`src/logic/ebi_pkg.sv`:
```
// Package: constants and carrier types for the external bus interface
package ebi_pkg;
	localparam int SEG_SHIFT = 4;
	localparam int PHYS_W = 20;
	localparam int OFS_W = 16;
	localparam int PORT8_W = 8;
	localparam logic [1:0] SEG_CODE = 2'h0;
	localparam logic [1:0] SEG_DATA = 2'h1;
	localparam logic [1:0] SEG_STACK = 2'h2;
	localparam logic [1:0] SEG_EXTRA = 2'h3;
	localparam logic [PHYS_W-1:0] ADDR_ZERO = 20'h00000;
	localparam logic [OFS_W-1:0] DATA_ZERO = 16'h0000;

	// Kind of reference that drives implicit segment choice
	typedef enum logic [2:0] {
		REF_FETCH = 3'h0,
		REF_IMM = 3'h1,
		REF_DATA = 3'h2,
		REF_STACK = 3'h3,
		REF_BASE_POINTER = 3'h4,
		REF_STR_DEST = 3'h5
	} ref_kind_t;

	// Bus cycle phases t1..t4, Gray along the path
	typedef enum logic [1:0] {
		PH_IDLE = 2'h0,
		PH_T1 = 2'h1,
		PH_T2 = 2'h3,
		PH_T3 = 2'h2
	} phase_t;

	typedef struct packed {
		logic [OFS_W-1:0] code_segment;
		logic [OFS_W-1:0] data_segment;
		logic [OFS_W-1:0] stack_segment;
		logic [OFS_W-1:0] extra_segment;
	} seg_regs_t;

	typedef struct packed {
		logic valid;
		logic is_io;
		logic io_port8;
		logic write;
		logic byte_hi_n;
		ref_kind_t kind;
		logic [OFS_W-1:0] offset;
		logic [OFS_W-1:0] wdata;
		logic upper_space;
		logic low_space;
	} bus_req_t;

	typedef struct packed {
		logic [PHYS_W-1:0] addr;
		logic [OFS_W-1:0] ad_out;
		logic [OFS_W-1:0] ad_oe;
		logic [PORT8_W-1:0] upper_addr_out;
		logic upper_addr_oe;
		logic read_strobe_n;
		logic store_strobe_n;
		logic store_oe;
		logic upper_store_en_n;
		logic lower_store_en_n;
		logic byte_store_en_n;
		logic clk_out;
	} bus_pins_t;
endpackage

```
`src/logic/ebi_core.sv`:
```
// External bus interface: cycle sequencer and pin drivers
// Function
// - Physical address is segment shifted left four plus offset, twenty bits.
// - Code segment for fetch and immediates, data for data, stack for stack and base pointer.
// - Extra segment for string destination-index operands.
// - I/O space of 64K byte ports from 8-bit or 16-bit port numbers.
// - 8-bit port numbers zero-extended, address bits 15..8 low.
// - Shared lines carry address in t1 only; address bus holds t1..t4.
// - Address bus valid half an output-clock cycle before shared-line address.
// - Address phase disable floats shared lines during address phase.
// - 8-bit variant drives address 15..8 on upper lines during data portion.
// - 8-bit disabled mode: low lines data only, upper lines address t2..t4.
// - Strap low at reset forces address on shared lines always.
// - Upper store enable low when upper-byte indicator and store strobe low.
// - Lower store enable low when address bit zero and store strobe low.
// - 8-bit variant single store enable low on every byte write.
// - Read strobe low during every read.
// - Store enables timed with the separate address bus.
// - Store strobe floats during bus grant and reset.
`timescale 1ns/10ps
`default_nettype none
module ebi_core #(
	parameter bit NARROW_BUS = 1'b0
) (
	input wire logic i_sys_clk,
	input wire logic i_resetn,
	input wire ebi_pkg::seg_regs_t i_segs,
	input wire ebi_pkg::bus_req_t i_req,
	input wire logic i_upper_select_config_address_phase_disable,
	input wire logic i_low_select_config_address_phase_disable,
	input wire logic i_mux_address_force_strap_n,
	input wire logic i_bus_granted,
	input wire logic [ebi_pkg::OFS_W-1:0] i_ad_in,
	output logic o_req_ready,
	output logic o_rdata_valid,
	output logic [ebi_pkg::OFS_W-1:0] o_rdata,
	output logic [ebi_pkg::PHYS_W-1:0] o_addr,
	output logic [ebi_pkg::OFS_W-1:0] o_ad_out,
	output logic [ebi_pkg::OFS_W-1:0] o_ad_oe,
	output logic [ebi_pkg::PORT8_W-1:0] o_upper_address_output_lines,
	output logic o_upper_address_output_lines_oe,
	output logic o_read_strobe_n,
	output logic o_store_strobe_n,
	output logic o_store_strobe_oe,
	output logic o_upper_byte_store_enable_n,
	output logic o_lower_byte_store_enable_n,
	output logic o_byte_store_enable_n,
	output logic o_system_clock_output
);
	typedef struct packed {
		ebi_pkg::phase_t ph;
		logic last;
		logic force_mux;
		logic strap_taken;
		ebi_pkg::bus_req_t req;
		ebi_pkg::bus_pins_t pins;
		logic rdy;
		logic rvalid;
		logic [ebi_pkg::OFS_W-1:0] rdata;
	} state_t;

	localparam ebi_pkg::bus_pins_t PINS_RST = '{
		addr: ebi_pkg::ADDR_ZERO, ad_out: ebi_pkg::DATA_ZERO, ad_oe: ebi_pkg::DATA_ZERO,
		upper_addr_out: '0, upper_addr_oe: 1'b0, read_strobe_n: 1'b1,
		store_strobe_n: 1'b1, store_oe: 1'b0, upper_store_en_n: 1'b1,
		lower_store_en_n: 1'b1, byte_store_en_n: 1'b1, clk_out: 1'b0};

	state_t s_q;
	state_t s_d;
	logic [ebi_pkg::PHYS_W-1:0] phys;

	ebi_addr_gen ebi_addr_gen_i (
		.i_segs(i_segs),
		.i_req(i_req),
		.o_phys(phys)
	);

	// Address phase suppressed for a disabled space unless strap forced multiplexing
	function automatic logic addr_disabled(input ebi_pkg::bus_req_t r, input logic force_mux,
			input logic up_dis, input logic lo_dis);
		addr_disabled = !force_mux && ((r.upper_space && up_dis) || (r.low_space && lo_dis));
	endfunction

	// ==========================================
	// Next state
	always_comb begin
		logic dis;
		logic wr;
		logic [ebi_pkg::OFS_W-1:0] full_oe;
		dis = 1'b0;
		wr = 1'b0;
		full_oe = NARROW_BUS ? {{ebi_pkg::PORT8_W{1'b0}}, {ebi_pkg::PORT8_W{1'b1}}}
			: {ebi_pkg::OFS_W{1'b1}};
		s_d = s_q;
		s_d.rvalid = 1'b0;
		// Strap caught on first clock after reset release
		if (!s_q.strap_taken) begin
			s_d.strap_taken = 1'b1;
			s_d.force_mux = !i_mux_address_force_strap_n;
		end
		s_d.pins.clk_out = !s_q.pins.clk_out;
		dis = addr_disabled(s_q.req, s_q.force_mux, i_upper_select_config_address_phase_disable,
			i_low_select_config_address_phase_disable);
		wr = s_q.req.write;
		unique case (s_q.ph)
			ebi_pkg::PH_IDLE: begin
				s_d.pins.ad_oe = ebi_pkg::DATA_ZERO;
				s_d.pins.read_strobe_n = 1'b1;
				s_d.pins.store_strobe_n = 1'b1;
				s_d.pins.upper_store_en_n = 1'b1;
				s_d.pins.lower_store_en_n = 1'b1;
				s_d.pins.byte_store_en_n = 1'b1;
				s_d.pins.upper_addr_oe = 1'b0;
				s_d.rdy = 1'b1;
				if (i_req.valid && s_q.rdy && !i_bus_granted && s_q.strap_taken) begin
					s_d.req = i_req;
					// Address bus leads shared-line address by one cycle
					s_d.pins.addr = phys;
					s_d.ph = ebi_pkg::PH_T1;
					s_d.rdy = 1'b0;
				end
			end
			ebi_pkg::PH_T1: begin
				// Shared lines carry address in t1 unless disabled
				s_d.pins.ad_out = s_q.pins.addr[ebi_pkg::OFS_W-1:0];
				s_d.pins.ad_oe = dis ? ebi_pkg::DATA_ZERO : full_oe;
				s_d.pins.upper_addr_out = s_q.pins.addr[ebi_pkg::OFS_W-1:ebi_pkg::PORT8_W];
				s_d.pins.upper_addr_oe = NARROW_BUS && !dis;
				s_d.ph = ebi_pkg::PH_T2;
			end
			ebi_pkg::PH_T2: begin
				// Data portion: upper lines always carry address on 8-bit bus
				s_d.pins.upper_addr_oe = NARROW_BUS;
				s_d.pins.ad_out = s_q.req.wdata;
				s_d.pins.ad_oe = wr ? full_oe : ebi_pkg::DATA_ZERO;
				s_d.pins.read_strobe_n = wr;
				s_d.pins.store_strobe_n = !wr;
				// Store enables follow store strobe, aligned with address bus
				s_d.pins.upper_store_en_n = NARROW_BUS || !wr || s_q.req.byte_hi_n;
				s_d.pins.lower_store_en_n = NARROW_BUS || !wr || s_q.pins.addr[0];
				s_d.pins.byte_store_en_n = !NARROW_BUS || !wr;
				s_d.ph = ebi_pkg::PH_T3;
				s_d.last = 1'b0;
			end
			ebi_pkg::PH_T3: begin
				// Two cycles here cover t3 and t4
				s_d.last = 1'b1;
				if (s_q.last) begin
					s_d.ph = ebi_pkg::PH_IDLE;
					s_d.rvalid = !wr;
					s_d.rdata = i_ad_in;
					s_d.pins.read_strobe_n = 1'b1;
					s_d.pins.store_strobe_n = 1'b1;
					s_d.pins.upper_store_en_n = 1'b1;
					s_d.pins.lower_store_en_n = 1'b1;
					s_d.pins.byte_store_en_n = 1'b1;
				end
			end
		endcase
		// Strobe released while another master owns the bus
		s_d.pins.store_oe = !i_bus_granted;
	end

	always_ff @(posedge i_sys_clk or negedge i_resetn) begin
		if (!i_resetn) begin
			s_q <= '{ph: ebi_pkg::PH_IDLE, last: 1'b0, force_mux: 1'b0, strap_taken: 1'b0,
				req: '0, pins: PINS_RST, rdy: 1'b0, rvalid: 1'b0, rdata: ebi_pkg::DATA_ZERO};
		end else begin
			s_q <= s_d;
		end
	end

	// ==========================================
	// Outputs
	assign o_req_ready = s_q.rdy;
	assign o_rdata_valid = s_q.rvalid;
	assign o_rdata = s_q.rdata;
	assign o_addr = s_q.pins.addr;
	assign o_ad_out = s_q.pins.ad_out;
	assign o_ad_oe = s_q.pins.ad_oe;
	assign o_upper_address_output_lines = s_q.pins.upper_addr_out;
	assign o_upper_address_output_lines_oe = s_q.pins.upper_addr_oe;
	assign o_read_strobe_n = s_q.pins.read_strobe_n;
	assign o_store_strobe_n = s_q.pins.store_strobe_n;
	assign o_store_strobe_oe = s_q.pins.store_oe;
	assign o_upper_byte_store_enable_n = s_q.pins.upper_store_en_n;
	assign o_lower_byte_store_enable_n = s_q.pins.lower_store_en_n;
	assign o_byte_store_enable_n = s_q.pins.byte_store_en_n;
	assign o_system_clock_output = s_q.pins.clk_out;

	function automatic logic dis_now();
		dis_now = addr_disabled(s_q.req, s_q.force_mux,
			i_upper_select_config_address_phase_disable, i_low_select_config_address_phase_disable);
	endfunction
endmodule // ebi_core
`default_nettype wire

```
`src/logic/ebi_addr_gen.sv`:
```
// Physical address generator with implicit segment choice
`timescale 1ns/10ps
`default_nettype none
module ebi_addr_gen (
	input wire ebi_pkg::seg_regs_t i_segs,
	input wire ebi_pkg::bus_req_t i_req,
	output logic [ebi_pkg::PHYS_W-1:0] o_phys
);
	logic [1:0] seg_sel;
	logic [ebi_pkg::OFS_W-1:0] seg_val;
	logic [ebi_pkg::OFS_W-1:0] port;

	// ==========================================
	// Segment selection
	always_comb begin
		unique case (i_req.kind)
			ebi_pkg::REF_FETCH, ebi_pkg::REF_IMM: seg_sel = ebi_pkg::SEG_CODE;
			ebi_pkg::REF_STACK,
			ebi_pkg::REF_BASE_POINTER: seg_sel = ebi_pkg::SEG_STACK;
			ebi_pkg::REF_STR_DEST: seg_sel = ebi_pkg::SEG_EXTRA;
			default: seg_sel = ebi_pkg::SEG_DATA;
		endcase
		unique case (seg_sel)
			ebi_pkg::SEG_CODE: seg_val = i_segs.code_segment;
			ebi_pkg::SEG_STACK: seg_val = i_segs.stack_segment;
			ebi_pkg::SEG_EXTRA: seg_val = i_segs.extra_segment;
			default: seg_val = i_segs.data_segment;
		endcase
	end

	// ==========================================
	// Address arithmetic
	always_comb begin
		// Immediate port numbers zero-extend: high byte low
		port = i_req.io_port8 ?
			{{(ebi_pkg::OFS_W-ebi_pkg::PORT8_W){1'b0}}, i_req.offset[ebi_pkg::PORT8_W-1:0]}
			: i_req.offset;
		if (i_req.is_io) begin
			o_phys = {{(ebi_pkg::PHYS_W-ebi_pkg::OFS_W){1'b0}}, port};
		end else begin
			o_phys = ({seg_val, {ebi_pkg::SEG_SHIFT{1'b0}}}
				+ {{(ebi_pkg::PHYS_W-ebi_pkg::OFS_W){1'b0}}, i_req.offset});
		end
	end
endmodule // ebi_addr_gen
`default_nettype wire

```
`config.mk`:
```
export PLATFORM = sky130hd
export DESIGN_NAME = ebi_core
export DESIGN_NICKNAME = d
export VERILOG_FILES = /design/src/logic/ebi_pkg.sv /design/src/logic/ebi_core.sv /design/src/logic/ebi_addr_gen.sv
export SDC_FILE = /design/constraint.sdc
export NUM_CORES = 1
export LEC_CHECK = 0
export ABC_AREA = 1
export BUFFER_PORTS_ARGS = -buffer_cell sky130_fd_sc_hd__buf_2
export CAP_MARGIN = 25
export CORE_ASPECT_RATIO = 0.75
export CORE_MARGIN = 1.5
export CORE_UTILIZATION = 49
export CTS_CLUSTER_SIZE = 20
export DETAILED_ROUTE_END_ITERATION = 6
export GPL_ROUTABILITY_DRIVEN = 0
export PLACE_DENSITY = 0.81
export SYNTH_ARGS = -nofsm -noshare
export SYNTH_HDL_FRONTEND = slang
export SYNTH_SLANG_ARGS = --single-unit
```
`constraint.sdc`:
```
create_clock -name i_sys_clk -period 2.2 [get_ports i_sys_clk]
set_clock_uncertainty 0.2 [all_clocks]
set_input_delay 0.22 -clock i_sys_clk [delete_from_list [all_inputs] [get_ports i_sys_clk]]
set_output_delay 0.22 -clock i_sys_clk [all_outputs]
set_load 0.005 [all_outputs]
```
==> qor.yml <==
status: "finished, violations left"
violations: "setup timing"
hold_viol_final: 0
start_kind: "input port"
crit_fanout: 6
max_cap_viol_count: 0
cts_tree: "done"
cpMaxStageDelayCell: "fa_2"
slew_headroom_pct: 43.4
clockRootBuffer: "clkbuf_16"
cpMostUsedCell: "nand2_1"
ys_ff_latch: 94
wirelength_mm: 15.5
leakage_nw: 3.89
path_delay_family: "simple AND/OR/NAND/NOR gates"
worstPathCellList: "buf_8 > inv_2 > nand3_4 > nand2_2 > a22oi_2 > a31oi_4 > buf_4 > fa_2 > nand3_1 > nand2_2 > nand2_1 > nand3_2 > nand2_1 > nand2_1 > nand2_1 > nand3_1 > a2bb2oi_2"
die_w_um: 124
rows: 32
antenna_found_initial: 2
path_class: "in -> reg"
clock_path_buffers: 2
dp_hpwl_mm: 10.5
p_per_area_nw_per_um2: 1030
cts_sinks: 94
numCtsBuffers: 9
max_clock_freq_ghz: 0.441
dr_wl_met3_um: 898
avgSynthCellArea_um2: 8.16
rsz0062_at_grt: "true"
avgViaCountPerCell: 5.04
min_to: "o_addr[9]$_DFFE_PN0P_"
nFillCells: 809
ios: 214
synth_xor_area_share_pct: 1.14
hold_class: "in -> reg"
min_delay_path_depth: 3
critical_path_buf_inv_count: 3
postRouteAntennaNets: 0
slowest_delay_ns: 0.38
drc: 0
seq_area_um2: 2360
startpoint: "i_req[35]"
ff2ff_path_depth: 5
initial_utilization_pct: 51.3
wl_met2_mm: 7.64
min_period_ns: 2.27
synth.distinct_cells: 40
worstPathRequired_ns: 2.26
pre_cts_ws_ns: -0.545
drive_gt1_share_pct: 39.1
drt-initial-drc-count: 314
fin_crit_sh_pct: 103
synth_area_leaders: "dfrtp_1 42%, nand2_1 16%, buf_4 11%"
vias: 5111
r2r-start: "s_q[131]$_DFFE_PN0P_"
fin_setup_tns_ns: -0.105
maxUsedRoutingLayer: "met4"
grt.overflow.total: 0
worstMarginPinSlew_ns: 0.848
track_usage_pct: 26.9
drtPass1Iterations: 7
clkTransAtPathRegs_ns: 0.06
grt_max_degree: 53
final_nets: 1013
die_h_um: 93.6
synth_mux_area_share_pct: 3.36
synth-simple-area-share_pct: 24.9
p_total_mw: 7.54
ctsHtreeMaxLevel: 3
synth_area_leader_cell: "dfrtp_1"
reg2reg_slack_ns: 0.22
synth_top_family_by_area: "simple AND/OR/NAND/NOR gates"
setup_violations: 3
irDropWorstVdd_mv: 0.654
report.final.slew_viol_count: 0
end_kind: "flip-flop"
io_buffers: 211
synthCells: 657
multiInputGateArea_um2: 2410
synth-seq-area-share_pct: 44.0
setup_ws_ns: -0.0651
core_um2: 10500
synthAdderAreaFrac_pct: 3.64
synth_compound_gate_area_share_pct: 7.91
rr_endpoint: "o_lower_byte_store_enable_n$_DFFE_PN1P_"
insertion_delay_ns: 0.33
syn-cell-area_um2: 5360
min_from: "i_req[27]"
grt_pass1_wl_mm: 24.1
synth_warnings: 0
die-area_um2: 11600
grt_pass1_vias: 5196
syn_to_final_growth_pct: 36.2
worstPathArrival_ns: 2.32
synth_top_area_share_pct: 42.0
routedWlPerCell_um: 15.3
wl_met1_mm: 6.54
worst max-delay path by stage:
stage	endpoint	slack, ns	cells after the start
finish	o_addr[14]$_DFFE_PN0P_	-0.07	17
global route	o_addr[14]$_DFFE_PN0P_	-0.20	17
CTS	o_addr[19]$_DFFE_PN0P_	0.002	17
detailed placement	o_addr[19]$_DFFE_PN0P_	-0.55	18
global placement	o_addr[19]$_DFFE_PN0P_	-0.50	18
floorplan	o_addr[13]$_DFFE_PN0P_	-0.11	15
final cells by class:
type / instances / area share (%)
diodes: 3 / 0.103
clock buffers: 14 / 3.75
clock inverters: 2 / 0.531
inverters: 37 / 2.11
multi-input cells: 432 / 33.0
flip-flops and latches: 94 / 32.3
well taps: 136 / 2.33
repair buffers: 296 / 25.9
per-layer routing:
metal | vias to the layer above | track usage (%)
met2 | 173 | 44.9
met5 | - | 0
met3 | 39 | 5.49
met1 | 2431 | 34.1
met4 | 0 | 10.7
li1 | 2468 | -
layout by cell type (no fill, tap or decap), types with 6 or more instances in the layout:
master         instances
a21oi_1               15
a22oi_1                8
a31oi_1                7
buf_2                207
buf_4                 35
clkbuf_16              9
dfrtp_1               90
dlygate4sd3_1         47
ha_1                  11
inv_1                 26
inv_2                  8
mux2_2                16
nand2_1              225
nand2_2                6
nand3_1               34
nand3_2                6
nor2_1                28
nor2_2                 8
o21ai_0                6
o21ai_1                7
power by group:
part | internal [mW] | switching [mW]
logic | 1.39 | 1.54
clock network | 0.979 | 0.627
registers | 2.50 | 0.502
flip-flops by register name (all words and copies together), names as in the netlist, 8 cells and up:
register and count:
o_ad_out 16, o_addr 20, o_rdata 16, o_upper_address_output_lines 8, s_q 25
tightest hold or removal path, cell delays in order:
cell and delay, ns:
buf_2 0.12, nand3_1 0.08, o211ai_1 0.08
cells in the mapped netlist (all sizes together):
cell / n
nand2: 231
dfrtp: 90
buf: 86
nand3: 42
nor2: 39
inv: 36
a21oi: 18
mux2: 16
o21ai: 15
ha: 14
a22oi: 12
a31oi: 11
clkbuf: 10
xnor2: 5
dfstp: 4
nand4: 4
or2: 4
a2bb2oi: 3
o211ai: 3
conb: 2
o31ai: 2
xor2: 2
a21boi: 1
a21o: 1
a22o: 1
clkinv: 1
fa: 1
nand3b: 1
nor3: 1
o221ai: 1
repair_timing:
action                                  in CTS  in global routing
gates resized for setup                     18                 24
endpoints found under the setup margin       9                 12
pin swaps                                    8                 12
gates cloned                                 1                  0
setup buffers                                2                  1
hold buffers                                47                  0
hold endpoints to repair                    92                  0
kinds of logic after synthesis:
family | after synthesis
AND/OR/NAND/NOR | 322
buffers and inverters | 133
flip-flops | 94
AO/OA/AOI/OAI | 68
multiplexers | 16
adder cells (fa/ha/maj) | 15
XOR/XNOR | 7
other | 2
through the flow:
stage                     util, %  hold WS, ns  cell area (um2)  instances
after CTS                    68.8      0.00612             7190       1010
after global routing         69.9       0.0166             7300       1013
final                        69.9      0.00452             7300       1014
after global placement       60.5        0.103             6320        944
after floorplan                 -       -0.276             5470        658
after detailed placement     60.5        0.111             6320        944
Power figures use the tool's default switching activity.
